`config.mk`:
```
export PLATFORM = sky130hd
export DESIGN_NAME = pmp_mgmt_port
export DESIGN_NICKNAME = d
export VERILOG_FILES = /design/src/hdl/pmp_pkg.sv /design/src/hdl/pmp_mgmt_port.sv /design/src/hdl/pmp_regmem.sv
export VERILOG_INCLUDE_DIRS = /design/src /design/src/hdl
export SDC_FILE = /design/constraint.sdc
export NUM_CORES = 1
export LEC_CHECK = 0
export BUFFER_PORTS_ARGS = -buffer_cell sky130_fd_sc_hd__buf_2
export CORE_ASPECT_RATIO = 1.75
export CORE_UTILIZATION = 64
export DETAILED_ROUTE_END_ITERATION = 10
export HOLD_SLACK_MARGIN = 0.03
export PLACE_DENSITY = 0.85
export REMOVE_ABC_BUFFERS = 1
export SYNTH_ARGS = -nofsm -noshare
export SYNTH_HDL_FRONTEND = slang
export SYNTH_SLANG_ARGS = --single-unit
```
`constraint.sdc`:
```
create_clock -name core_clk_i -period 5.15 [get_ports core_clk_i]
set_clock_uncertainty 0.1 [all_clocks]
set_input_delay 1.03 -clock core_clk_i [delete_from_list [all_inputs] [get_ports core_clk_i]]
set_output_delay 1.03 -clock core_clk_i [all_outputs]
set_load 0.03 [all_outputs]
```
`src/hdl/pmp_regs.svh`:
```
// register offsets, field positions, reset values and timing counts of the management port
`ifndef PMP_REGS_SVH
`define PMP_REGS_SVH

// management port word offsets (6-bit offset space)
`define PMP_OFF_CONTROL 6'h00
`define PMP_OFF_STATUS 6'h01
`define PMP_OFF_ADVERT 6'h04
`define PMP_OFF_PARTNER 6'h05
`define PMP_OFF_ANEXP 6'h06
`define PMP_OFF_CFGSRC 6'h0e
`define PMP_OFF_EXTSTAT 6'h0f
`define PMP_OFF_MODE 6'h10

// axi byte addresses: index times four
`define PMP_AXI_MGMT_BASE 8'h00
`define PMP_AXI_PEND 8'h40
`define PMP_AXI_RDATA 8'h44
`define PMP_AXI_MODE 8'h48

// mode status field positions
`define PMP_MODE_SIDE_BIT 0
`define PMP_MODE_GBE_BIT 1
`define PMP_MODE_RATE_LSB 2
`define PMP_MODE_SHORT_BIT 4

// reset values
`define PMP_RST_CONTROL 16'h1140
`define PMP_RST_ADVERT 16'h0001
`define PMP_RST_CFGSRC 16'h0000

// rate codes
`define PMP_RATE_1G 2'b10
`define PMP_RATE_100M 2'b01
`define PMP_RATE_10M 2'b00

// link timer: 1.6 ms normal, 1600 ns short, at 10 MHz (100 ns)
`define PMP_CLK_PERIOD_NS 100
`define PMP_LINK_TIME_NS 1600000
`define PMP_SHORT_TIME_NS 1600
`define PMP_LINK_CYC (`PMP_LINK_TIME_NS / `PMP_CLK_PERIOD_NS)
`define PMP_SHORT_CYC (`PMP_SHORT_TIME_NS / `PMP_CLK_PERIOD_NS)

// read latency of the management port in cycles
`define PMP_RD_LAT 2

`endif

```
`src/hdl/pmp_pkg.sv`:
```
// shared types of the management port block
package pmp_pkg;
    typedef enum logic [1:0] {
        PMP_PCS_SERIAL = 2'b01,
        PMP_PCS_GBE = 2'b10
    } pmp_pcs_type;

    typedef enum logic [2:0] {
        PMP_SPD_10M = 3'b001,
        PMP_SPD_100M = 3'b010,
        PMP_SPD_1G = 3'b100
    } pmp_speed_type;
endpackage

```
`src/hdl/pmp_mgmt_port.sv`:
```
// management port, mode pins and axi4-lite window of the serial pcs core
// Operation
// host gives 6-bit offset; offsets decode upward from zero
// read-valid pulses while 16-bit read data holds the addressed register
// ready output is constantly one
// serial mode: side pin 0 makes mac-side, 1 phy-side negotiation
// pcs pin 0 selects serial pcs, 1 selects 1000base-x pcs
// serial pcs rate code 10 = 1g, 01 = 100m, 00 = 10m
// 1000base-x mode forces 1g rate, rate pins ignored
// short-timer pin makes the negotiation link timer run much faster
// integrator loops transmit clock-enable output to its input
// integrator loops receive clock-enable output to its input
// direction high requests write, low requests read
// request is one cycle with offset, direction, data valid together
// write lands in request cycle; read-valid follows a fixed delay
//
// Implementation choices: register access over AXI4-Lite and the placing of the registers.
`include "pmp_regs.svh"
module pmp_mgmt_port
    import pmp_pkg::*;
#(
    parameter int LINK_CYC = `PMP_LINK_CYC, // normal link timer count
    parameter int RD_LAT = `PMP_RD_LAT // read latency, at least 2
) (
    input wire logic core_clk_i, // 10 mhz clock
    input wire logic resetn_i, // async reset, low
    input wire logic mgmt_request_i, // transaction request
    input wire logic mgmt_wr_rdn_i, // 1 write, 0 read
    input wire logic [5:0] mgmt_offset_i, // register offset
    input wire logic [15:0] mgmt_wdata_i, // write data
    output logic [15:0] mgmt_rdata_o, // read data
    output logic mgmt_rdata_valid_o, // read complete pulse
    output logic mgmt_ready_o, // always ready
    input wire logic side_phy_i, // 0 mac side, 1 phy side (pin)
    input wire logic pcs_gbe_i, // 0 serial pcs, 1 1000base-x (pin)
    input wire logic [1:0] rate_sel_i, // rate code (pin)
    input wire logic timer_short_i, // short link timer (pin)
    output logic an_phy_side_o, // negotiation acts phy side
    output logic [1:0] pcs_sel_o, // one-hot pcs variant
    output logic [2:0] speed_o, // one-hot adaptation rate
    output logic link_timer_done_o, // link timer expiry pulse
    input wire logic tx_ce_sink_i, // looped transmit enable
    output logic tx_ce_source_o, // transmit enable source
    input wire logic rx_ce_sink_i, // looped receive enable
    output logic rx_ce_source_o, // receive enable source
    output logic [1:0] ce_seen_o, // loopback enables seen {rx,tx}
    input wire logic [7:0] s_axi_awaddr, // axi write address
    input wire logic s_axi_awvalid, // axi
    output logic s_axi_awready, // axi
    input wire logic [31:0] s_axi_wdata, // axi
    input wire logic [3:0] s_axi_wstrb, // axi
    input wire logic s_axi_wvalid, // axi
    output logic s_axi_wready, // axi
    output logic [1:0] s_axi_bresp, // axi
    output logic s_axi_bvalid, // axi
    input wire logic s_axi_bready, // axi
    input wire logic [7:0] s_axi_araddr, // axi read address
    input wire logic s_axi_arvalid, // axi
    output logic s_axi_arready, // axi
    output logic [31:0] s_axi_rdata, // axi
    output logic [1:0] s_axi_rresp, // axi
    output logic s_axi_rvalid, // axi
    input wire logic s_axi_rready // axi
);
    ////////////////////////////////////////////////////////////////////////////
    // pin synchronisers: three stages, change accepted when stages two and three agree
    logic [4:0] pin_s1_q, pin_s2_q, pin_s3_q, pin_q, pin_d;
    logic side_s, gbe_s, short_s;
    logic [1:0] rate_s;
    always_comb begin
        pin_d = pin_q;
        if (pin_s2_q == pin_s3_q) begin
            pin_d = pin_s3_q;
        end
    end

    always_ff @(posedge core_clk_i or negedge resetn_i) begin
        if (!resetn_i) begin
            pin_s1_q <= 5'h00;
            pin_s2_q <= 5'h00;
            pin_s3_q <= 5'h00;
            pin_q <= 5'h00;
        end else begin
            pin_s1_q <= {timer_short_i, rate_sel_i, pcs_gbe_i, side_phy_i};
            pin_s2_q <= pin_s1_q;
            pin_s3_q <= pin_s2_q;
            pin_q <= pin_d;
        end
    end
    assign side_s = pin_q[`PMP_MODE_SIDE_BIT];
    assign gbe_s = pin_q[`PMP_MODE_GBE_BIT];
    assign rate_s = pin_q[`PMP_MODE_RATE_LSB +: 2];
    assign short_s = pin_q[`PMP_MODE_SHORT_BIT];

    ////////////////////////////////////////////////////////////////////////////
    // mode decode
    function automatic pmp_speed_type rate_decode(input logic gbe, input logic [1:0] code);
        if (gbe) begin
            return PMP_SPD_1G;
        end
        unique case (code)
            `PMP_RATE_1G: return PMP_SPD_1G;
            `PMP_RATE_100M: return PMP_SPD_100M;
            `PMP_RATE_10M: return PMP_SPD_10M;
            default: return PMP_SPD_1G; // code 11 undefined: fall back to full rate
        endcase
    endfunction
    pmp_pcs_type pcs_d, pcs_q;
    pmp_speed_type speed_d, speed_q;
    logic side_d, side_q;
    // side only matters in serial mode; 1000base-x negotiation has no side
    always_comb begin
        pcs_d = gbe_s ? PMP_PCS_GBE : PMP_PCS_SERIAL;
        side_d = side_s & ~gbe_s;
        speed_d = rate_decode(gbe_s, rate_s);
    end
    always_ff @(posedge core_clk_i or negedge resetn_i) begin
        if (!resetn_i) begin
            pcs_q <= PMP_PCS_SERIAL;
            speed_q <= PMP_SPD_10M;
            side_q <= 1'b0;
        end else begin
            pcs_q <= pcs_d;
            speed_q <= speed_d;
            side_q <= side_d;
        end
    end
    assign pcs_sel_o = pcs_q;
    assign speed_o = speed_q;
    assign an_phy_side_o = side_q;

    ////////////////////////////////////////////////////////////////////////////
    // link timer; short mode trades accuracy for fast simulation of negotiation
    localparam int SHORT_CYC = `PMP_SHORT_CYC;
    logic [31:0] ltmr_d, ltmr_q;
    logic ldone_d, ldone_q;
    always_comb begin
        ldone_d = 1'b0;
        ltmr_d = ltmr_q + 32'h0000_0001;
        if (short_s ? (ltmr_q >= 32'(SHORT_CYC - 1)) : (ltmr_q >= 32'(LINK_CYC - 1))) begin
            ltmr_d = 32'h0000_0000;
            ldone_d = 1'b1;
        end
    end

    always_ff @(posedge core_clk_i or negedge resetn_i) begin
        if (!resetn_i) begin
            ltmr_q <= 32'h0000_0000;
            ldone_q <= 1'b0;
        end else begin
            ltmr_q <= ltmr_d;
            ldone_q <= ldone_d;
        end
    end
    assign link_timer_done_o = ldone_q;

    ////////////////////////////////////////////////////////////////////////////
    // clock-enable sources: pace derived from the rate, looped back outside
    logic [6:0] cediv_d, cediv_q;
    logic ce_d, ce_q;
    logic [1:0] seen_d, seen_q;
    always_comb begin
        cediv_d = cediv_q + 7'h01;
        ce_d = 1'b0;
        unique case (speed_q)
            PMP_SPD_1G: ce_d = 1'b1;
            PMP_SPD_100M: ce_d = (cediv_q[3:0] == 4'h9);
            PMP_SPD_10M: ce_d = (cediv_q == 7'h63);
            default: ce_d = 1'b1;
        endcase
        if (ce_d) begin
            cediv_d = 7'h00;
        end
        seen_d = seen_q | {rx_ce_sink_i, tx_ce_sink_i};
    end

    always_ff @(posedge core_clk_i or negedge resetn_i) begin
        if (!resetn_i) begin
            cediv_q <= 7'h00;
            ce_q <= 1'b0;
            seen_q <= 2'b00;
        end else begin
            cediv_q <= cediv_d;
            ce_q <= ce_d;
            seen_q <= seen_d;
        end
    end
    assign tx_ce_source_o = ce_q;
    assign rx_ce_source_o = ce_q;
    assign ce_seen_o = seen_q;

    ////////////////////////////////////////////////////////////////////////////
    // management port: writes land in the request cycle, reads delay RD_LAT
    logic mem_we;
    logic [3:0] mem_waddr, mem_raddr;
    logic [15:0] mem_wdata, mem_rdata;
    logic [RD_LAT-1:0] rpipe_d, rpipe_q;
    logic [5:0] roff_d, roff_q;
    logic [15:0] rdat_d, rdat_q;
    logic axi_wr_go, axi_rd_go;
    logic [5:0] axi_woff;
    assign mgmt_ready_o = 1'b1;
    function automatic logic [15:0] mode_word(input logic [4:0] p);
        return {11'h000, p};
    endfunction
    // management writes win the memory write port; the axi write waits until a cycle has no management write
    always_comb begin
        mem_we = 1'b0;
        mem_waddr = mgmt_offset_i[3:0];
        mem_wdata = mgmt_wdata_i;
        if (mgmt_request_i && mgmt_wr_rdn_i && (mgmt_offset_i[5:4] == 2'b00)) begin
            mem_we = 1'b1;
        end else if (axi_wr_go && (axi_woff[5:4] == 2'b00)) begin
            mem_we = 1'b1;
            mem_waddr = axi_woff[3:0];
            mem_wdata = wd_q[15:0]; // captured word: the master may move wdata once taken
        end
        mem_raddr = mgmt_offset_i[3:0];
        rpipe_d = {rpipe_q[RD_LAT-2:0], mgmt_request_i & ~mgmt_wr_rdn_i};
        roff_d = (mgmt_request_i && !mgmt_wr_rdn_i) ? mgmt_offset_i : roff_q;
        rdat_d = rdat_q;
        if (rpipe_q[RD_LAT-2]) begin
            if (roff_q == `PMP_OFF_MODE) begin
                rdat_d = mode_word(pin_q);
            end else if (roff_q[5:4] == 2'b00) begin
                rdat_d = mem_rdata;
            end else begin
                rdat_d = 16'h0000;
            end
        end
    end
    pmp_regmem #(.AW(4), .DW(16)) u_mem (
        .core_clk_i(core_clk_i),
        .resetn_i(resetn_i),
        .we_i(mem_we),
        .waddr_i(mem_waddr),
        .wdata_i(mem_wdata),
        .raddr_i(mem_raddr),
        .rdata_o(mem_rdata)
    );

    always_ff @(posedge core_clk_i or negedge resetn_i) begin
        if (!resetn_i) begin
            rpipe_q <= '0;
            roff_q <= 6'h00;
            rdat_q <= 16'h0000;
        end else begin
            rpipe_q <= rpipe_d;
            roff_q <= roff_d;
            rdat_q <= rdat_d;
        end
    end
    assign mgmt_rdata_o = rdat_q;
    assign mgmt_rdata_valid_o = rpipe_q[RD_LAT-1];

    ////////////////////////////////////////////////////////////////////////////
    // axi4-lite slave; writes reach management registers, reads show status, mode and last read
    logic aw_q, aw_d, w_q, w_d, bv_q, bv_d, rv_q, rv_d, wblk;
    logic [7:0] awa_q, awa_d;
    logic [31:0] wd_q, wd_d, rd_q, rd_d;
    logic [1:0] bresp_q, bresp_d, rresp_q, rresp_d;

    assign wblk = mgmt_request_i & mgmt_wr_rdn_i;
    assign axi_wr_go = aw_q & w_q & ~bv_q & ~wblk;
    assign axi_woff = awa_q[7:2];
    assign s_axi_awready = ~aw_q & ~bv_q;
    assign s_axi_wready = ~w_q & ~bv_q;
    assign s_axi_arready = ~rv_q;

    always_comb begin
        aw_d = aw_q;
        w_d = w_q;
        awa_d = awa_q;
        wd_d = wd_q;
        bv_d = bv_q & ~s_axi_bready;
        bresp_d = bresp_q;
        if (s_axi_awvalid && s_axi_awready) begin
            aw_d = 1'b1;
            awa_d = s_axi_awaddr;
        end
        if (s_axi_wvalid && s_axi_wready) begin
            w_d = 1'b1;
            wd_d = s_axi_wdata;
        end
        if (axi_wr_go) begin
            aw_d = 1'b0;
            w_d = 1'b0;
            bv_d = 1'b1;
            bresp_d = (awa_q < `PMP_AXI_PEND) ? 2'b00 : 2'b10;
        end
        rv_d = rv_q & ~s_axi_rready;
        rd_d = rd_q;
        rresp_d = rresp_q;
        if (s_axi_arvalid && s_axi_arready) begin
            rv_d = 1'b1;
            rresp_d = 2'b00;
            unique case (s_axi_araddr)
                `PMP_AXI_PEND: rd_d = {28'h0000000, ce_q, ldone_q, seen_q};
                `PMP_AXI_RDATA: rd_d = {16'h0000, rdat_q};
                `PMP_AXI_MODE: rd_d = {16'h0000, mode_word(pin_q)};
                default: begin
                    rd_d = 32'h0000_0000;
                    rresp_d = 2'b10;
                end
            endcase
        end
    end

    always_ff @(posedge core_clk_i or negedge resetn_i) begin
        if (!resetn_i) begin
            aw_q <= 1'b0;
            w_q <= 1'b0;
            bv_q <= 1'b0;
            rv_q <= 1'b0;
            awa_q <= 8'h00;
            wd_q <= 32'h0000_0000;
            rd_q <= 32'h0000_0000;
            bresp_q <= 2'b00;
            rresp_q <= 2'b00;
        end else begin
            aw_q <= aw_d;
            w_q <= w_d;
            bv_q <= bv_d;
            rv_q <= rv_d;
            awa_q <= awa_d;
            wd_q <= wd_d;
            rd_q <= rd_d;
            bresp_q <= bresp_d;
            rresp_q <= rresp_d;
        end
    end

    assign s_axi_bvalid = bv_q;
    assign s_axi_bresp = bresp_q;
    assign s_axi_rvalid = rv_q;
    assign s_axi_rdata = rd_q;
    assign s_axi_rresp = rresp_q;
endmodule // pmp_mgmt_port

```
`src/hdl/pmp_regmem.sv`:
```
// sixteen-word register memory with registered read data
module pmp_regmem #(
    parameter int AW = 4,
    parameter int DW = 16
) (
    input wire logic core_clk_i, // clock
    input wire logic resetn_i, // async reset, low
    input wire logic we_i, // write strobe
    input wire logic [AW-1:0] waddr_i, // write word
    input wire logic [DW-1:0] wdata_i, // write data
    input wire logic [AW-1:0] raddr_i, // read word
    output logic [DW-1:0] rdata_o // registered read data
);
    logic [DW-1:0] mem_q [2**AW];
    logic [DW-1:0] mem_d [2**AW];
    logic [DW-1:0] rdata_d;

    // next memory image and read word
    always_comb begin
        mem_d = mem_q;
        if (we_i) begin
            mem_d[waddr_i] = wdata_i;
        end
        rdata_d = mem_q[raddr_i];
    end

    // storage; reset clears every word so reads never see unknowns
    always_ff @(posedge core_clk_i or negedge resetn_i) begin
        if (!resetn_i) begin
            for (int i = 0; i < 2**AW; i++) begin
                mem_q[i] <= '0;
            end
            rdata_o <= '0;
        end else begin
            mem_q <= mem_d;
            rdata_o <= rdata_d;
        end
    end
endmodule // pmp_regmem

```
==> run summary <==
Die ar. = 28,600 um^2
die width = 128.3 um
max incr delay on CP = 0.80 ns
Max Slew Vio Count = 0
Detailed Route WL = 39,330 um
Via-to-Cell Ratio = 6.142
Fin Hold WS = 0.2575 ns
Placed Area = 18,750 um^2
Sink Count = 409
Core ar. = 27,330 um^2
worst path arrival time = 3.49 ns
placer's final routability congestion estimate = 0.7972
largest net degree at the start of global routing = 121
Setup Fix Bufs, Post-CTS = 0
# resized after CTS = 0
max-capacitance violation count = 0
worst hold start = pin_s1_q[2]
CP startpoint kind = input pin
critical path depth in cells = 6
Clock Latency Late Sink = 0.55 ns
nets = 1,374
Hold Vio Cnt, Final = 0
Root Buffer = clkbuf_16
CP Data Required Time = 5.47 ns
Design Area, Final = 19,970 um^2
critical path endpoint category = flip-flop
reg2reg setup slack = 2.11 ns
layout cell share with drive strength beyond 1 = 0.4618
synth unique cells = 60
fin util = 0.7310
commonest cells after routing, fill and taps aside = 407 x dfrtp_1, 281 x mux2_2, 116 x buf_2
area used by multi-input combinational logic = 7114 um^2
setup tns final = 0 ns
First-pass DRT Iterations = 5
dpl hpwl = 24,440 um
via count = 10,310
status = finished, final reports clean
Peak supply drop = 0.0003031 V
cell area after synthesis = 17,850 um^2
Max Root-Sink Buffers = 3
synth-to-layout area growth = 11.87%
Total GRT Usage = 0.2935
mean routed wirelength per cell = 23.43 um
async set-reset flop share out of synthesis = 1.000
WHS Path Cells = 0
starting density of the core = 0.6534
Iter 0 DRT Violations = 595
first-pass GRT wire length = 62,670 um
worst r2r path cells = 5
FILL cells = 1,667
# diodes = 0
cell row count = 80
vias in the first global route = 11,380
commonest non-fill, non-tap cell in the layout = dfrtp_1
H-tree levels = 2
io pins = 160
cell chain of the critical path = buf_2 -> a211oi_4 -> nand2_4 -> o32ai_4 -> buf_4 -> mux2_2
Tightest Hold Check Type = flip-flop to flip-flop
Slew Limit Headroom = 0.1373
CP top delay family = compound AO/OA/AOI/OAI gates
Worst Tran Pin Value = 1.277 ns
YS warnings = 0
number of synthesized flops with an enable pin = 0
grt ovf = 0
total CTS buffers = 37
Bufs and invs on worst path = 2
leakage power = 0.009316 uW
unrepaired setup endpoints after global routing = false
Syn Inst Count = 1,155
Seq/Total Area, Yosys = 0.5734
Highest Clock Rate = 314.9 MHz
register bit count reported by yosys = 409
port bufs = 118
RR Startpoint = s_axi_bvalid
Antenna Nets Post-Route = 0
die height = 223.0 um
syn avg cell area = 15.46 um^2
Hold Buf Count CTS = 0
Reg area = 10,240 um^2
Period Utilization, post-route = 0.6166
Clock transition at path regs = 0.06 ns
Worst setup startpoint = mgmt_request_i
WS Path Type = input pin to flip-flop
pwr dens = 489.2 nW/um^2
drt drc = 0
initial antenna violation count = 0
top_reg_cell synth = dfrtp_1
Final Setup Violations = 0
CP max-delay cell = o32ai_4
CTS tree = done
crit-path max FO = 24
Final min period = 3.176 ns
layout make-up:
| type | count | area share |
|---|---|---|
| Sequential cell | 409 | 0.5125 |
| Multi-Input combinational cell | 660 | 0.3562 |
| Clock buffer | 54 | 0.05218 |
| Timing Repair Buffer | 145 | 0.04159 |
| Tap cell | 369 | 0.02311 |
| Clock inverter | 14 | 0.009146 |
| Inverter | 28 | 0.005262 |
power breakdown:
group / switching [uW] / leakage [uW] / internal [uW]
registers: 578 / 0.00535 / 4180
logic: 959 / 0.00337 / 1240
clock network: 1190 / 0.000599 / 1620
total: 2730 / 0.00932 / 7040
cells in the mapped netlist, drive strengths merged (2+ instances only):
master | number | area (um^2)
nand4b | 2 | 17.52
a21oi | 11 | 55.05
conb | 2 | 7.510
a22o | 15 | 131.4
mux4 | 80 | 1802
nand2b | 3 | 18.77
o32ai | 5 | 126.4
nand3b | 3 | 22.52
nand2 | 20 | 82.58
nor4bb | 2 | 20.02
o21ai | 21 | 105.1
nand4 | 4 | 25.02
and3 | 3 | 18.77
xor2 | 5 | 43.79
nand3 | 23 | 115.1
o22ai | 4 | 50.05
or2 | 6 | 37.54
ha | 3 | 37.54
o21a | 2 | 15.01
and2 | 2 | 12.51
mux2i | 4 | 40.04
nor4 | 9 | 56.30
nor2b | 5 | 31.28
clkbuf | 37 | 138.9
dfrtp | 407 | 10180
a22oi | 7 | 62.56
xnor2 | 16 | 140.1
mux2 | 303 | 3487
a221oi | 2 | 52.55
buf | 56 | 390.4
nor2 | 26 | 97.59
inv | 28 | 105.1
nor3 | 18 | 90.09
o32a | 2 | 20.02
dfstp | 2 | 52.55
nor3b | 2 | 15.01
path summary, 6_finish.rpt:
path,end
max in group asynchronous,u_mem.mem_q[172]
setup / recovery,u_mem.mem_q[244]
hold / removal,pin_s2_q[2]
hold reg to reg,pin_s2_q[2]
min in group asynchronous,s_axi_bvalid
setup reg to reg,u_mem.mem_q[244]
flip-flops by register name, summed over array words and instances, names as in the netlist, 3 cells and up:
| register | count |
|---|---|
| speed_o | 3 |
| pin_q | 5 |
| ltmr_q | 32 |
| pin_s3_q | 5 |
| wd_q | 16 |
| roff_q | 6 |
| mgmt_rdata_o | 16 |
| awa_q | 6 |
| cediv_q | 7 |
| s_axi_rdata | 16 |
| pin_s2_q | 5 |
| u_mem.rdata_o | 16 |
| u_mem.mem_q | 256 |
| pin_s1_q | 5 |
cells by family after synthesis:
| family | count (synthesis) | synth area share |
|---|---|---|
| mux | 387 | 0.2985 |
| xor+xnor | 21 | 0.01030 |
| other cells | 2 | 0.0004206 |
| fa+ha+maj | 3 | 0.002103 |
| flops | 409 | 0.5734 |
| compound gates | 77 | 0.03910 |
| simple gates | 135 | 0.04071 |
| buf+inv | 121 | 0.03553 |
per-stage QoR:
stage          setup slack (ns)  cells  total power, uW
2_1_floorplan             2.254   1097             6256
6_report                  1.974   1679             9772
3_3_place_gp              1.435   1611             6792
3_5_place_dp              1.421   1611             6977
5_1_grt                   1.888   1679            10190
4_1_cts                   1.987   1679             9820
routing by layer:
metal  part of all wire  GRT usage  vias up  wire [um]
met5                  0          0        -          0
met4              0.059     0.1719        0       2332
met3              0.042    0.04077      129       1641
met1               0.37     0.3436     5446      14480
li1                   -          -     4431          -
met2               0.53     0.5111      307      20880
worst reg2reg max path: stages, from the launching register on:
cell and delay [ns]:
dfrtp_1 0.42, and3b_1 0.45, nand2_4 0.40, o32ai_4 0.82, buf_4 0.36, mux2_2 0.37
Power figures use the tool's default switching activity.
